[src/design/nvm_cfg.svh]
`ifndef NVM_CFG_SVH
`define NVM_CFG_SVH

// Control register: index as printed, byte address four times that
`define CTRL_INDEX 32'h0000_0007
`define CTRL_ADDR (`CTRL_INDEX * 32'h0000_0004)
`define CTRL_RESET 8'h00

// Control register bit positions
`define BIT_IRQ_EN 7
`define BIT_ASLEEP 6
`define BIT_OTP_LAT 5
`define BIT_OTP_PGM 4
`define BIT_CLK_OUT 3
`define BIT_NV_ERASE 2
`define BIT_NV_LAT 1
`define BIT_NV_PUMP 0

// One-time-programmable array decode
`define OTP_MAIN_LO 16'h0400
`define OTP_MAIN_HI 16'h7dff
`define OTP_VECT_LO 16'h7ff0
`define OTP_OPTION 16'h7fde

// Byte-erasable array decode
`define NV_LO 16'h0100
`define NV_HI 16'h01ff

// Value returned where the array content is not available
`define BLANK_BYTE 8'h00

`endif

[src/design/nvm_pkg.sv]
package nvm_pkg;

   typedef struct packed {
      logic hsel;
      logic [31:0] haddr;
      logic [1:0] htrans;
      logic hwrite;
      logic [2:0] hsize;
      logic [31:0] hwdata;
      logic hready;
   } ahb_in_type;

   typedef struct packed {
      logic hreadyout;
      logic [31:0] hrdata;
      logic hresp;
   } ahb_out_type;

   typedef struct packed {
      logic valid;
      logic write;
      logic [15:0] addr;
      logic [7:0] wdata;
   } mem_req_type;

   typedef struct packed {
      logic active;
      logic [11:0] group;
      logic [15:0] mask;
      logic [15:0][7:0] data;
   } otp_prog_type;

   typedef struct packed {
      logic pump_on;
      logic erase;
      logic [15:0] addr;
      logic [7:0] data;
   } nv_prog_type;

   typedef enum logic [1:0] {
      OTP_READ = 2'b00,
      OTP_LOAD = 2'b10,
      OTP_PROGRAM = 2'b11
   } otp_mode_type;

   typedef enum logic [2:0] {
      NV_READ = 3'b000,
      NV_LOAD = 3'b010,
      NV_PROGRAM = 3'b011,
      NV_ERASE_LOAD = 3'b110,
      NV_ERASE = 3'b111
   } nv_mode_type;

   typedef struct packed {
      logic irq_en;
      logic asleep;
      logic otp_lat;
      logic otp_pgm;
      logic clk_out_en;
      logic nv_erase;
      logic nv_lat;
      logic nv_pump;
      logic [11:0] otp_group;
      logic [15:0] otp_mask;
      logic [15:0][7:0] otp_data;
      logic nv_loaded;
      logic [15:0] nv_addr;
      logic [7:0] nv_data;
      logic wr_pend;
      logic hreadyout;
      logic [31:0] hrdata;
      logic [7:0] mem_rdata;
      logic [1:0] sleep_sync;
      logic [1:0] opt_sync;
      otp_mode_type otp_mode;
      nv_mode_type nv_mode;
   } state_type;

endpackage

[src/design/nvm_program_control.sv]
// The AHB-Lite interface to the registers is this design's own decision.
`timescale 1ns/1ps
`include "nvm_cfg.svh"

// Function
// - Latch enable clear gives plain array reads; clearing it clears program enable.
// - With latch enable set, array and vector reads return blank, fetches blocked.
// - Stop mode forces the array back to read mode.
// - Stop and reset clear latch enable and with it program enable.
// - Unprogrammed or unavailable bytes read as zero.
// - Programming only adds one bits; repeat programming cannot clear bits.
// - Latch set, program clear: array writes latch group address and sixteen bytes.
// - Program enable sets only after latch and one byte; software clears it only by clearing latch enable.
// - Mode decodes from latch and program bits; 0,1 never occurs.
// - Decode main block, every address from the vector base 7ff0 upward, and the option byte.
// - Wired-OR enable works only with factory option set; reset clears it.
// - Asleep flag follows the CAN controller sleep state at bit 6.
// - Erase select chooses erase or program, frozen once address latched.
// - Latch set, pump clear: writes latch address and data; latch clear keeps the last values.
// - Stop and reset clear byte array latch, erase select and pump.
// - Pump bit drives charge pump, needs latched data, clears only with latch.
// - Byte array mode decodes from erase select, latch and pump bits.
module nvm_program_control (
   input wire logic ref_clk,
   input wire logic rst,
   input nvm_pkg::ahb_in_type ahb_i,
   output nvm_pkg::ahb_out_type ahb_o,
   input nvm_pkg::mem_req_type mem_i,
   input wire logic [7:0] otp_array_rdata,
   input wire logic [7:0] nv_array_rdata,
   input wire logic stop_mode,
   input wire logic can_sleep,
   input wire logic wired_or_irq_option,
   output logic [7:0] mem_rdata,
   output logic rom_fetch_blocked,
   output nvm_pkg::otp_prog_type otp_prog,
   output nvm_pkg::nv_prog_type nv_prog,
   output logic wired_or_irq_enable,
   output logic bus_clock_out_enable,
   output logic can_asleep_flag,
   output nvm_pkg::otp_mode_type otp_mode,
   output nvm_pkg::nv_mode_type nv_mode
);
   import nvm_pkg::*;

   state_type q;
   state_type d;
   logic take;
   logic hit;
   logic opt;
   logic [7:0] wd;
   logic in_otp;
   logic in_nv;
   logic [7:0] ctrl_rd;

   // Address decode of the two arrays
   assign in_otp = (mem_i.addr >= `OTP_MAIN_LO && mem_i.addr <= `OTP_MAIN_HI) ||
                   mem_i.addr >= `OTP_VECT_LO || mem_i.addr == `OTP_OPTION;
   assign in_nv = mem_i.addr >= `NV_LO && mem_i.addr <= `NV_HI;
   assign take = ahb_i.hsel && ahb_i.htrans[1] && ahb_i.hready;
   assign hit = ahb_i.haddr == `CTRL_ADDR;
   assign opt = q.opt_sync[1];
   assign wd = ahb_i.hwdata[7:0];

   // Next state
   always_comb begin
      d = q;
      d.hreadyout = 1'b1;
      d.sleep_sync = {q.sleep_sync[0], can_sleep};
      d.opt_sync = {q.opt_sync[0], wired_or_irq_option};
      d.asleep = q.sleep_sync[1];

      // Register write in the data phase
      if (q.wr_pend) begin
         d.clk_out_en = wd[`BIT_CLK_OUT];
         d.irq_en = wd[`BIT_IRQ_EN] & opt;
         d.otp_lat = wd[`BIT_OTP_LAT];
         if (wd[`BIT_OTP_PGM] && wd[`BIT_OTP_LAT] && q.otp_lat && (|q.otp_mask)) begin
            d.otp_pgm = 1'b1;
         end
         d.nv_lat = wd[`BIT_NV_LAT];
         if (q.nv_lat && !q.nv_loaded) begin
            d.nv_erase = wd[`BIT_NV_ERASE];
         end
         if (wd[`BIT_NV_PUMP] && wd[`BIT_NV_LAT] && q.nv_lat && q.nv_loaded) begin
            d.nv_pump = 1'b1;
         end
      end

      // Array writes latch address and data only in load mode
      if (mem_i.valid && mem_i.write && in_otp && q.otp_lat && !q.otp_pgm) begin
         if (!(|q.otp_mask) || q.otp_group == mem_i.addr[15:4]) begin
            d.otp_group = mem_i.addr[15:4];
            d.otp_mask[mem_i.addr[3:0]] = 1'b1;
            d.otp_data[mem_i.addr[3:0]] = mem_i.wdata;
         end
      end
      if (mem_i.valid && mem_i.write && in_nv && q.nv_lat && !q.nv_pump) begin
         d.nv_addr = mem_i.addr;
         d.nv_data = mem_i.wdata;
         d.nv_loaded = 1'b1;
      end

      // Forced clears, stop mode before the latch clears
      if (!opt) begin
         d.irq_en = 1'b0;
      end
      if (stop_mode) begin
         d.otp_lat = 1'b0;
         d.nv_lat = 1'b0;
      end
      if (!d.otp_lat) begin
         d.otp_pgm = 1'b0;
         d.otp_mask = 16'h0000;
      end
      if (!d.nv_lat) begin
         d.nv_erase = 1'b0;
         d.nv_pump = 1'b0;
         d.nv_loaded = 1'b0;
      end
      d.otp_mode = otp_mode_type'({d.otp_lat, d.otp_pgm});
      d.nv_mode = nv_mode_type'({d.nv_erase, d.nv_lat, d.nv_pump});

      // Register read sees a write finishing in the same cycle
      ctrl_rd = {d.irq_en, d.asleep, d.otp_lat, d.otp_pgm, d.clk_out_en, d.nv_erase, d.nv_lat, d.nv_pump};
      d.wr_pend = take && ahb_i.hwrite && hit;
      d.hrdata = (take && !ahb_i.hwrite && hit) ? {24'h00_0000, ctrl_rd} : 32'h0000_0000;

      // Array read path
      if (in_otp) begin
         d.mem_rdata = q.otp_lat ? `BLANK_BYTE : otp_array_rdata;
      end else if (in_nv) begin
         d.mem_rdata = q.nv_lat ? `BLANK_BYTE : nv_array_rdata;
      end else begin
         d.mem_rdata = `BLANK_BYTE;
      end
   end

   // State register
   always_ff @(posedge ref_clk or posedge rst) begin
      if (rst) begin
         q <= '0;
      end else begin
         q <= d;
      end
   end

   // Outputs from flops, hresp tied to zero
   assign ahb_o.hreadyout = q.hreadyout;
   assign ahb_o.hrdata = q.hrdata;
   assign ahb_o.hresp = 1'b0;
   assign mem_rdata = q.mem_rdata;
   assign rom_fetch_blocked = q.otp_lat;
   assign otp_prog.active = q.otp_pgm;
   assign otp_prog.group = q.otp_group;
   assign otp_prog.mask = q.otp_mask;
   assign otp_prog.data = q.otp_data;
   assign nv_prog.pump_on = q.nv_pump;
   assign nv_prog.erase = q.nv_erase;
   assign nv_prog.addr = q.nv_addr;
   assign nv_prog.data = q.nv_data;
   assign wired_or_irq_enable = q.irq_en;
   assign bus_clock_out_enable = q.clk_out_en;
   assign can_asleep_flag = q.asleep;
   assign otp_mode = q.otp_mode;
   assign nv_mode = q.nv_mode;
endmodule // nvm_program_control

[config.mk]
export PLATFORM = sky130hd
export DESIGN_NAME = nvm_program_control
export DESIGN_NICKNAME = d
export VERILOG_FILES = /design/src/design/nvm_pkg.sv /design/src/design/nvm_program_control.sv
export VERILOG_INCLUDE_DIRS = /design/src /design/src/design
export SDC_FILE = /design/constraint.sdc
export NUM_CORES = 1
export LEC_CHECK = 0
export BUFFER_PORTS_ARGS = -buffer_cell sky130_fd_sc_hd__buf_2
export CAP_MARGIN = 20
export CELL_PAD_IN_SITES_DETAIL_PLACEMENT = 2
export CELL_PAD_IN_SITES_GLOBAL_PLACEMENT = 2
export CORE_MARGIN = 4
export CORE_UTILIZATION = 32
export DETAILED_ROUTE_END_ITERATION = 8
export PLACE_DENSITY_LB_ADDON = 0.08
export SLEW_MARGIN = 20
export SYNTH_ARGS = -nofsm -noshare
export SYNTH_HDL_FRONTEND = slang
export SYNTH_SLANG_ARGS = --single-unit
[constraint.sdc]
create_clock -name ref_clk -period 9 [get_ports ref_clk]
set_clock_uncertainty 0.15 [all_clocks]
set_input_delay 1.8 -clock ref_clk [delete_from_list [all_inputs] [get_ports ref_clk]]
set_output_delay 1.8 -clock ref_clk [all_outputs]
set_load 0.005 [all_outputs]
Yosys cells after proc, flatten, opt, wreduce, memory -nomap -nowiden
Cells that the tools add are included.
{"block": "classes", "n_lt_le_gt_ge": 7, "eq_ne": 6, "mux": 26, "bitwise": 2, "reduce_logical": 34}
{"op": "2-to-1 mux 144 bit", "n": 2}
{"op": "bitwise mux 128 bit", "n": 1}
{"op": "2-to-1 mux 8 bit", "n": 6}
{"op": "demux 8 bit (select 4 bit)", "n": 1}
{"op": "== test 32 x 5 -> 1 bit (second input constant)", "n": 1}
{"op": "2-to-1 mux 25 bit", "n": 1}
{"op": "logical AND 1 bit", "n": 23}
{"op": "== test 16 x 15 -> 1 bit (second input constant)", "n": 1}
{"op": "greater-or-equal comparator 16 x 11 -> 1 bit (second input constant)", "n": 1}
{"op": "greater-or-equal comparator 16 x 15 -> 1 bit (second input constant)", "n": 1}
{"op": "greater-or-equal comparator 16 x 9 -> 1 bit (second input constant)", "n": 1}
{"op": "<= comparator 16 x 15 -> 1 bit (second input constant)", "n": 1}
{"op": "<= comparator 16 x 9 -> 1 bit (second input constant)", "n": 1}
{"op": "2-to-1 mux 16 bit", "n": 1}
{"op": "OR 16 bit", "n": 1}
{"op": "OR reduction 16 bit", "n": 1}
{"op": "== test 12 bit", "n": 1}
{"op": "2-to-1 mux 1 bit", "n": 12}
{"op": "2-to-1 mux 6 bit", "n": 1}
{"op": "!= test 2 x 1 -> 1 bit (second input constant)", "n": 3}
{"op": "zero test 1 bit", "n": 5}
{"op": "< comparator 4 x 5 -> 1 bit (second input constant)", "n": 1}
{"op": "demux 1 bit (select 4 bit)", "n": 1}
{"op": "greater-or-equal comparator 4 x 1 -> 1 bit (second input constant)", "n": 1}
{"op": "3 further kinds", "n": 6}
{"block": "word_totals", "ff_bits": 216, "in_bits": 119, "out_inout_bits": 234, "wordCells": 112}

Depth between registers and ports, before layout
Gate-level depths: netlist (run 1).
{"block": "depth", "depth_word": 9, "depth_mapped": 7, "mapped_depth_nobuf": 5}

Worst setup path after synthesis (run 1)
No wires, ideal clock.
{"block": "synth_timing", "path_type": "in2reg", "from": "input mem_i[13] in the netlist's numbering", "to": "register with a tool-made name", "setup_time_ns": 0.125, "arrival_time_ns": 3.273, "t_required_ns": 8.725, "slack_ns": 5.452, "stages": 7, "n_path_buf": 2, "path_cell_list": "xor2_1 nor4_1 and4_1 buf_6 buf_12 o2111ai_4 mux2_4"}
{"item": "start: declaration", "line": "nvm_program_control.sv:28", "rtl": "input nvm_pkg::mem_req_type mem_i,"}

==> results.md, run 1 <==
- Status: finished clean
- Fmax: 265.2 MHz
- Die area: 35,160 µm²
- Critical Path Start Type: primary input
- Initial core utilization: 32.60%
- # Post-CTS Setup Buffers: 0
- Post-synth EDFFs: 0
- Total track usage: 15.83%
- Max-Cap Viols: 0
- Wire length on met3: 2.139 mm
- Most common cell in the netlist: buf_4
- Period utilization: 41.89%
- Synthesized cell area: 10,310 µm²
- Initial DRC count: 141
- Antenna Nets Post-Route: 0
- Syn_area_per_cell: 13.22 µm²
- Fill count: 3,309
- Hold Crit Class: flop to flop
- Vias in the first global route: 6,790
- # diodes: 0
- Synth unique cells: 44
- Largest net degree at the start of global routing: 139
- I/O Buffers: 298
- Worst-Margin Slew: 823.2 ps
- Setup TNS: 0 ps
- R2r setup slk: 5760 ps
- Fin util: 36.03%
- Post-synth top cells: buf_4, dfrtp_1, mux2_2
- FF+latch count, synth: 211
- Register area share after synthesis: 51.20%
- Post-Route WL: 28.55 mm
- WS Path Type: primary input to flop
- Leak: 6.300 nW
- Top sig layer: met4
- Pwr/cell area: 179.6 nW/µm²
- Routed wl met2: 14.53 mm
- Area Growth Syn to Fin: 10.53%
- Peak fanout along the critical path: 17
- Total core area: 31,640 µm²
- Hpwl dp: 21.17 mm
- Worst Setup SP: mem_i[13]
- RSZ-0062 raised after global routing: no
- Rel. slew slack: 44.99%
- Post-Syn Instances: 780
- Via count: 5,841
- Crit path required time: 9240 ps
- HP Start: d[8]$_DFF_PP0_
- RD Place Congestion: 0.7780
- CTS buffer count: 26
- Yosys warnings: 0
- Top post-synthesis cells by area: dfrtp_1, buf_4, mux2_2, o2111ai_4, mux2_4
- Crit path DAT: 4010 ps
- Top_reg_cell synth: dfrtp_1
- Die Span Y: 187.5 µm
- Clock Tree Root: clkbuf_16
- Vias per cell: 4.497
- Clk Latency, worst-skew pair: 520 ps
- Final Hold Violating Endpoints: 0
- Antenna violations before repair: 0
- Die Wd: 187.5 µm
- # clock sinks: 211
- Hold-fix buffers, CTS: 0
- TritonRoute pass-1 iters: 4
- Minimum period implied by the final worst setup slack: 3771 ps
- CTS tree: built
- Clock slew at reported path FFs: 50 ps
- Cell taking the most area after synthesis: dfrtp_1
- Met1 WL: 11.45 mm
- Crit Reg-Reg Startpoint: otp_prog[138]$_DFFE_PP0P_
- Worst reg2reg path depth: 5
- Share of cells above drive strength 1: 58.31%
- Max IR drop VDD: 0.1195 mV
- H-tree depth: 1
- Clk buf depth: 3
- Grt ovf: 0
- DR WL/cell: 21.98 µm
- Setup-failing EPs final: 0
- Ports: 353
- Critical path capture point type: flop
- Resized cells post-CTS: 0
- Drc violations: 0
- First-pass GRT wire length: 43.80 mm
- # rows: 65
- Max Slew Vio Count: 0
- Final Net Count: 1,001
- Proportion of netlist area held by the largest area contributor: 51.20%
- Async set or reset register ratio after synthesis: 100.0%
## placed cells by master, fill, tap and decap left out, types with 2 or more instances in the layout
cell       Yosys  final
nand2_1        2      2
clkbuf_1      10      3
o21ai_0        2      2
mux2_4        17     17
nand4b_1       4      4
a21boi_0      15     15
o2111ai_2      5      5
and3_1         2      2
and2_1        17     17
dfrtp_1      211    211
buf_16         0      2
and4_1         2      2
a21oi_1        3      3
nor3_1         3      3
buf_4        230      7
conb_1         2     26
clkbuf_8       0      6
mux2i_1        4      4
nand3_1        2      2
clkbuf_16      0     27
buf_2          2    298
o2111ai_4     10     10
nor2_1         8      8
nand4_1        4      4
nor2b_1        4      4
a22o_1         8      8
mux2_2       139    139
xor2_1        12     12
clkinv_2       0      4
inv_1         20     19
nor4_1        14     14
## power breakdown
| part | switching, W | leakage (nW) | total [W] | internal, W |
|---|---|---|---|---|
| combinational | 0.0000556 | 2.97 | 0.0000802 | 0.0000246 |
| sequential | 0.000000890 | 2.92 | 0.000953 | 0.000953 |
| clock | 0.000394 | 0.414 | 0.00101 | 0.000619 |
## per-layer routing
| metal | GRT usage (%) | vias to the layer above |
|---|---|---|
| met5 | 0 | - |
| met4 | 2.710 | 0 |
| met3 | 5.101 | 28 |
| met2 | 28.23 | 171 |
| met1 | 19.04 | 3031 |
| li1 | - | 2611 |
## through the flow
stage	power (W)	worst slack [ps]	instance area, µm²	instances	hold WS [ps]
4_1_cts	0.002089	5224	11340	1297	198.4
6_report	0.002047	5229	11400	1299	195.6
3_3_place_gp	0.001047	4730	10500	1253	183.4
5_1_grt	0.002148	5091	11400	1299	203.9
3_5_place_dp	0.001050	4672	10510	1254	186.2
2_1_floorplan	0.001017	1284	10400	804	181.2
## final cells by class
class,instances,area [µm²],share of cell area [%]
Clock buffer,36,769.5,6.751
Clock inverter,7,66.31,0.5818
Inverter,20,82.58,0.7245
Multi-Input combinational cell,316,3098,27.18
Sequential cell,211,5280,46.32
Tap cell,402,503.0,4.413
Timing Repair Buffer,307,1599,14.03
## worst max-delay path: stages
cell and delay, ps:
buf_2 120, xor2_1 160, nor4_1 320, and4_1 240
buf_4 350, o2111a_1 590, mux2_2 400
## cells by family (layout without fill, tap and decap cells)
logic type             Yosys count  in the layout  synth area share (%)
flip-flops                     211            211                 51.20
other                            2             26               0.07283
AND/OR/NAND/NOR                 71             71                 4.416
multiplexers                   160            160                 18.04
buffers and inverters          277            370                 19.63
XOR/XNOR                        12             12                 1.019
AO/OA/AOI/OAI                   47             47                 5.618
## how the worst min path moves through the flow
stage | end | slack (ps) | depth (start not counted)
2_1_floorplan | ctrl_rd[6]$_DFF_PP0_ | 180 | 0
3_3_place_gp | ctrl_rd[6]$_DFF_PP0_ | 180 | 0
3_5_place_dp | ctrl_rd[6]$_DFF_PP0_ | 190 | 0
4_1_cts | ctrl_rd[6]$_DFF_PP0_ | 200 | 0
5_1_grt | ctrl_rd[6]$_DFF_PP0_ | 200 | 0
6_report | ctrl_rd[6]$_DFF_PP0_ | 200 | 0
No activity file was read; power rests on OpenSTA's default activity.
==> inputs of run 2 (changes only) <==
--- a/config.mk
+++ b/config.mk
@@ -11,7 +11,7 @@
 export CELL_PAD_IN_SITES_DETAIL_PLACEMENT = 2
 export CELL_PAD_IN_SITES_GLOBAL_PLACEMENT = 2
 export CORE_MARGIN = 4
-export CORE_UTILIZATION = 32
+export CORE_UTILIZATION = 29
 export DETAILED_ROUTE_END_ITERATION = 8
 export PLACE_DENSITY_LB_ADDON = 0.08
 export SLEW_MARGIN = 20
==> constraint.sdc (replaced) <==
create_clock -name ref_clk -period 3.2 [get_ports ref_clk]
set_clock_uncertainty 0.15 [all_clocks]
set_input_delay 0.64 -clock ref_clk [delete_from_list [all_inputs] [get_ports ref_clk]]
set_output_delay 0.64 -clock ref_clk [all_outputs]
set_load 0.005 [all_outputs]
==> run 2 against run 1 <==
  * Register-to-register slack worse by 5300 ps
  * Sequential share of layout area down 1.3 points
  * Cell count up 5.5%
  * Cell area up 2.8%
  * Combinational power rose to 3.0 times the previous value
  * Non-clock buffer count up 11
==> results.md, run 2 (same netlist as run 1, synthesis figures left out) <==
- Clk Latency, worst-skew pair: 540 ps (+20 ps)
- Clock Tree Root: clkbuf_16
- # Post-CTS Setup Buffers: 0 (unchanged)
- Crit path DAT: 3020 ps (-990 ps)
- Final Net Count: 1,014 (+1.3%)
- Total track usage: 14.76% (-1.1 points)
- Switching Share: 22.08% (+0.062 points)
- Final Hold Violating Endpoints: 0 (unchanged)
- Initial DRC count: 97 (-31%)
- Pwr/cell area: 527.9 nW/µm² (+190%)
- Die Span Y: 196.6 µm (+4.8%)
- WS Path Type: flop to flop
- Setup-failing EPs final: 0 (unchanged)
- Worst-Margin Slew: 843.9 ps (+20.75 ps)
- Critical Path Start Type: flop
- Largest net degree at the start of global routing: 47 (-66%)
- I/O Buffers: 298 (unchanged)
- Clock share of power: 52.8% (+3.3 points)
- RSZ-0062 raised after global routing: no
- Resized cells post-CTS: 0 (unchanged)
- CTS tree: built
- R2r setup slk: 450 ps (-5310 ps)
- DR WL/cell: 21.46 µm (-2.4%)
- Critical path capture point type: flop
- Rel. slew slack: 43.62% (-1.4 points)
- Int Power: 0.004820 W (+200%)
- Grt ovf: 0 (unchanged)
- Sw power: 0.001366 W (+200%)
- Share of cells above drive strength 1: 59.06% (+0.76 points)
- Post-Route WL: 29.42 mm (+3.0%)
- # rows: 68 (+4.6%)
- Placed Area: 10,740 µm² (+2.2%)
- Vias per cell: 4.332 (-3.7%)
- Status: finished clean
- H-tree depth: 1 (unchanged)
- Initial core utilization: 29.63% (-3.0 points)
- Peak fanout along the critical path: 9 (-8)
- Max Slew Vio Count: 0 (unchanged)
- Highest-count cells in the layout ignoring fill and taps: buf_2, dfrtp_1, mux2_2
- Max-Cap Viols: 0 (unchanged)
- Commonest non-fill, non-tap cell in the layout: buf_2
- # clock sinks: 211 (unchanged)
- Drc violations: 0 (unchanged)
- Clk buf depth: 3 (unchanged)
- Setup TNS: 0 ps (unchanged)
- Minimum period implied by the final worst setup slack: 2754 ps
- TritonRoute pass-1 iters: 4 (unchanged)
- Worst Setup SP: otp_prog[130]$_DFFE_PP0P_
- First-pass GRT wire length: 44.28 mm (+1.1%)
- Clock slew at reported path FFs: 50 ps (about the same)
- Worst reg2reg path depth: 6 (+1)
- Crit path required time: 3460 ps (-5780 ps)
- Ports: 353 (unchanged)
- # diodes: 0 (unchanged)
- Period utilization: 86.07%
- Gate power share: 3.9% (about the same)
- Fin area: 11,720 µm² (+2.8%)
- Hold Crit Class: primary input to flop
- Fmax: 363.1 MHz
- Die area: 38,640 µm² (+9.9%)
- Antenna violations before repair: 0 (unchanged)
- Antenna Nets Post-Route: 0 (unchanged)
- CTS buffer count: 28 (+7.7%)
- Leak: 6.422 nW (+1.9%)
- RD Place Congestion: 0.7584 (-2.5%)
- Area Growth Syn to Fin: 13.64%
- Vias in the first global route: 6,814 (+0.35%)
- Share of power burned in registers: 43.4% (-3.2 points)
- Hold-fix buffers, CTS: 0 (unchanged)
- Die Wd: 196.6 µm (+4.8%)
- Max IR drop VDD: 0.3570 mV (+200%)
- Via count: 5,939 (+1.7%)
- Hpwl dp: 22.34 mm (+5.5%)
- Crit Reg-Reg Startpoint: otp_prog[130]$_DFFE_PP0P_
- Total core area: 34,800 µm² (+10%)
==> run 2: worst min-delay path by stage <==
| stage | from | to | slack, ps | cells after the start |
|---|---|---|---|---|
| after floorplan | d[8]$_DFF_PP0_ | ctrl_rd[6]$_DFF_PP0_ | 180 | 0 |
| after global placement | d[8]$_DFF_PP0_ | ctrl_rd[6]$_DFF_PP0_ | 180 | 0 |
| after detailed placement | d[8]$_DFF_PP0_ | ctrl_rd[6]$_DFF_PP0_ | 190 | 0 |
| after CTS | can_sleep | d[8]$_DFF_PP0_ | 50 | 1 |
| after global routing | wired_or_irq_option | d[6]$_DFF_PP0_ | 40 | 1 |
| final | wired_or_irq_option | d[6]$_DFF_PP0_ | 70 | 1 |
==> run 2: metrics by stage <==
step | utilization [%] | setup WS, ps | hold slack [ps] | total power, W | cells
4_1_cts | 33.67 | 380.0 | 45.28 | 0.006317 | 1371
2_1_floorplan | - | -332.2 | 181.2 | 0.002861 | 804
5_1_grt | 33.68 | 261.0 | 42.76 | 0.006495 | 1371
3_5_place_dp | 30.87 | 151.3 | 186.4 | 0.002978 | 1320
6_report | 33.68 | 445.9 | 72.31 | 0.006186 | 1371
3_3_place_gp | 30.87 | 282.2 | 181.7 | 0.002968 | 1320
==> run 2: layout make-up <==
cell class / instances / area [µm²]
multi-input combinational: 316 / 3100
inverter: 20 / 78.83
timing repair buffer: 318 / 1717
clock inverter: 13 / 173.9
clock buffer: 38 / 799.5
tap: 455 / 569.3
sequential: 211 / 5280
fill: 3636 / 23080
==> run 2: routing by layer <==
layer	GRT usage, %	share of wire [%]	wire [µm]
met4	3.724	2.5	747
met3	3.966	6.3	1866
met2	26.59	51	15070
met1	17.52	40	11730
met5	0	0	0
==> run 2: worst max-delay path, stage by stage, from the launching register on <==
cell,delay (ps)
dfrtp_1,380
nor4_1,490
nand4_1,300
nor2_4,310
buf_4,270
o2111ai_4,320
mux2_2,390
==> run 2: power groups by stage <==
stage	registers (W)	logic, W	clock network, W
floorplan	0.00273	0.000131	0
global placement	0.00273	0.000239	0
detailed placement	0.00273	0.000249	0
CTS	0.00268	0.000250	0.00339
global route	0.00268	0.000271	0.00354
finish	0.00268	0.000240	0.00326
==> inputs of run 3 (changes only) <==
--- a/config.mk
+++ b/config.mk
@@ -13,6 +13,7 @@
 export CORE_MARGIN = 4
 export CORE_UTILIZATION = 29
 export DETAILED_ROUTE_END_ITERATION = 8
+export GPL_TIMING_DRIVEN = 0
 export PLACE_DENSITY_LB_ADDON = 0.08
 export SLEW_MARGIN = 20
 export SYNTH_ARGS = -nofsm -noshare
==> run 3 against run 2 <==
  * First-iteration DRC count is 120% higher
  * Core utilization is 5.0 points higher
  * Via count is 14% higher
  * Highest routed layer unchanged
  * Clock-buffer cell count is 6 higher
==> results.md, run 3 (same netlist as run 1, synthesis figures left out) <==
- Final Hold Violating Endpoints: 0 (unchanged)
- Drc violations: 0 (unchanged)
- Antenna violations before repair: 0 (unchanged)
- Grt ovf: 0 (unchanged)
- Hold Crit Class: primary input to flop
- Clk buf depth: 3 (unchanged)
- Max Slew Vio Count: 0 (unchanged)
- Total track usage: 15.64% (+0.88 points)
- Total core area: 34,800 µm² (unchanged)
- Pwr/cell area: 426.5 nW/µm² (-19%)
- Placed cells: 1,566 (+19%)
- Clock share of power: 48.2% (-4.6 points)
- Die area: 38,640 µm² (unchanged)
- Crit path DAT: 2970 ps (-50 ps)
- Post-Route WL: 30.85 mm (+4.9%)
- Hpwl dp: 23.55 mm (+5.4%)
- Peak fanout along the critical path: 10 (+1)
- # clock sinks: 211 (unchanged)
- Hold path cells: 1 (unchanged)
- Die Span Y: 196.6 µm (unchanged)
- Commonest non-fill, non-tap cell in the layout: buf_2
- Final Net Count: 1,260 (+24%)
- Largest net degree at the start of global routing: 31 (-34%)
- Highest-count cells in the layout ignoring fill and taps: buf_2, buf_4, dfrtp_1
- # Post-CTS Setup Buffers: 0 (unchanged)
- Fmax: 368.1 MHz (+1.4%)
- Setup-failing EPs final: 0 (unchanged)
- Max-Cap Viols: 0 (unchanged)
- Worst reg2reg path depth: 6 (unchanged)
- Crit path required time: 3450 ps (about the same)
- Placed Area: 12,650 µm² (+18%)
- Via count: 6,774 (+14%)
- Clk Latency, worst-skew pair: 530 ps (about the same)
- I/O Buffers: 298 (unchanged)
- Critical path capture point type: flop
- Initial DRC count: 218 (+120%)
- Share of cells above drive strength 1: 65.23% (+6.2 points)
- H-tree depth: 1 (unchanged)
- Post-route insts no fill: 1,615 (+18%)
- Status: finished clean
- WS Path Type: flop to flop
- CTS buffer count: 27 (-3.6%)
- Fin area: 13,440 µm² (+15%)
- Worst-Margin Slew: 809.6 ps (-34.33 ps)
- Power, Total: 0.005733 W (-7.3%)
- Period utilization: 84.89% (-1.2 points)
- RSZ-0062 raised after global routing: no
- Int Power: 0.004418 W (-8.3%)
- Vias per cell: 4.194 (-3.2%)
- Vias in the first global route: 7,597 (+11%)
- Gate power share: 5.0% (+1.1 points)
- Sw power: 0.001315 W (-3.7%)
- Area Growth Syn to Fin: 30.36%
- Max IR drop VDD: 0.3138 mV (-12%)
- Minimum period implied by the final worst setup slack: 2717 ps (-37.59 ps)
- Switching Share: 22.94% (+0.86 points)
- Clock slew at reported path FFs: 60 ps (about the same)
- # rows: 68 (unchanged)
- Initial core utilization: 29.63% (unchanged)
- Leak: 7.643 nW (+19%)
- CTS tree: built
- Share of power burned in registers: 46.8% (+3.4 points)
- Antenna Nets Post-Route: 0 (unchanged)
- First-pass GRT wire length: 47.24 mm (+6.7%)
- RD Place Congestion: 0.7524 (-0.79%)
- Clock Tree Root: clkbuf_16
- Critical Path Start Type: flop
- Rel. slew slack: 45.89% (+2.3 points)
- Die Wd: 196.6 µm (unchanged)
- DR WL/cell: 19.10 µm (-11%)
- Ports: 353 (unchanged)
- TritonRoute pass-1 iters: 3 (-1)
-- run 3: changes by cell type in the layout (fill, tap and decap cells not counted), sizes merged --
cell | previous run | this run
clkinvlp | 3 | 1
inv | 20 | 19
dlygate4sd3 | 0 | 8
bufinv | 4 | 0
clkinv | 6 | 3
dlygate4sd1 | 0 | 1
buf | 318 | 546
clkbuf | 38 | 54
diode | 0 | 1
-- run 3: stage by stage --
stage | worst slack, ps | utilization [%] | setup TNS, ps | hold WS, ps
finish | 483.4 | 38.63 | 0 | 76.76
global route | 251.6 | 38.62 | 0 | 43.17
CTS | 350.6 | 38.62 | 0 | 43.36
detailed placement | 267.0 | 36.34 | 0 | 190.4
global placement | -2091 | 35.83 | -434070 | 182.5
floorplan | -332.2 | - | -70090 | 181.2
-- run 3: critical path: stages (launching register included) --
cell and delay (ps):
dfrtp_1 390, nor4_1 470, nand4_1 310, nor2_4 330, buf_12 220, o2111ai_4 310
mux2_2 380
-- run 3: timing repair --
item | 4_1_cts | 5_1_grt
hold endpoints to repair | 3 | 0
hold buffers | 1 | 0
gates resized for setup | 0 | 0
-- run 3: final cells by class --
| class | count | area [µm²] |
|---|---|---|
| fillers | 3709 | 21360 |
| clock buffers | 44 | 769.5 |
| plain buffers | 257 | 1949 |
| well taps | 455 | 569.3 |
| multi-input cells | 316 | 3104 |
| clock inverters | 3 | 15.01 |
| repair buffers | 308 | 1674 |
| inverters | 20 | 78.83 |
| flip-flops and latches | 211 | 5280 |
| diodes | 1 | 2.502 |
-- run 3: layer usage --
layer	up-vias	GRT usage (%)	part of all wire [%]	wire [µm]
met3	37	4.803	7.1	2193
met2	171	27.32	50	15480
li1	3130	-	-	-
met5	-	0	0	0
met4	0	3.544	2.3	716
met1	3436	19.08	40	12460
-- run 3: power by group through the flow --
stage / registers (W) / clock network [W] / logic, W
2_1_floorplan: 0.00273 / 0 / 0.000131
5_1_grt: 0.00268 / 0.00300 / 0.000324
6_report: 0.00268 / 0.00276 / 0.000289
3_5_place_dp: 0.00273 / 0 / 0.000294
3_3_place_gp: 0.00273 / 0 / 0.000265
4_1_cts: 0.00268 / 0.00290 / 0.000296
-- run 3: final timing paths --
| kind | startpoint | to | slack (ps) |
|---|---|---|---|
| worst min-delay path | can_sleep | d[8]$_DFF_PP0_ | 80 |
| max in group asynchronous | rst | async pin | 1420 |
| worst min register to register | d[8]$_DFF_PP0_ | ctrl_rd[6]$_DFF_PP0_ | 200 |
| min in group asynchronous | rst | d[6]$_DFF_PP0_ | 440 |
| worst max register to register | otp_prog[130]$_DFFE_PP0P_ | flop | 480 |
| worst max-delay path | otp_prog[130]$_DFFE_PP0P_ | flop | 480 |
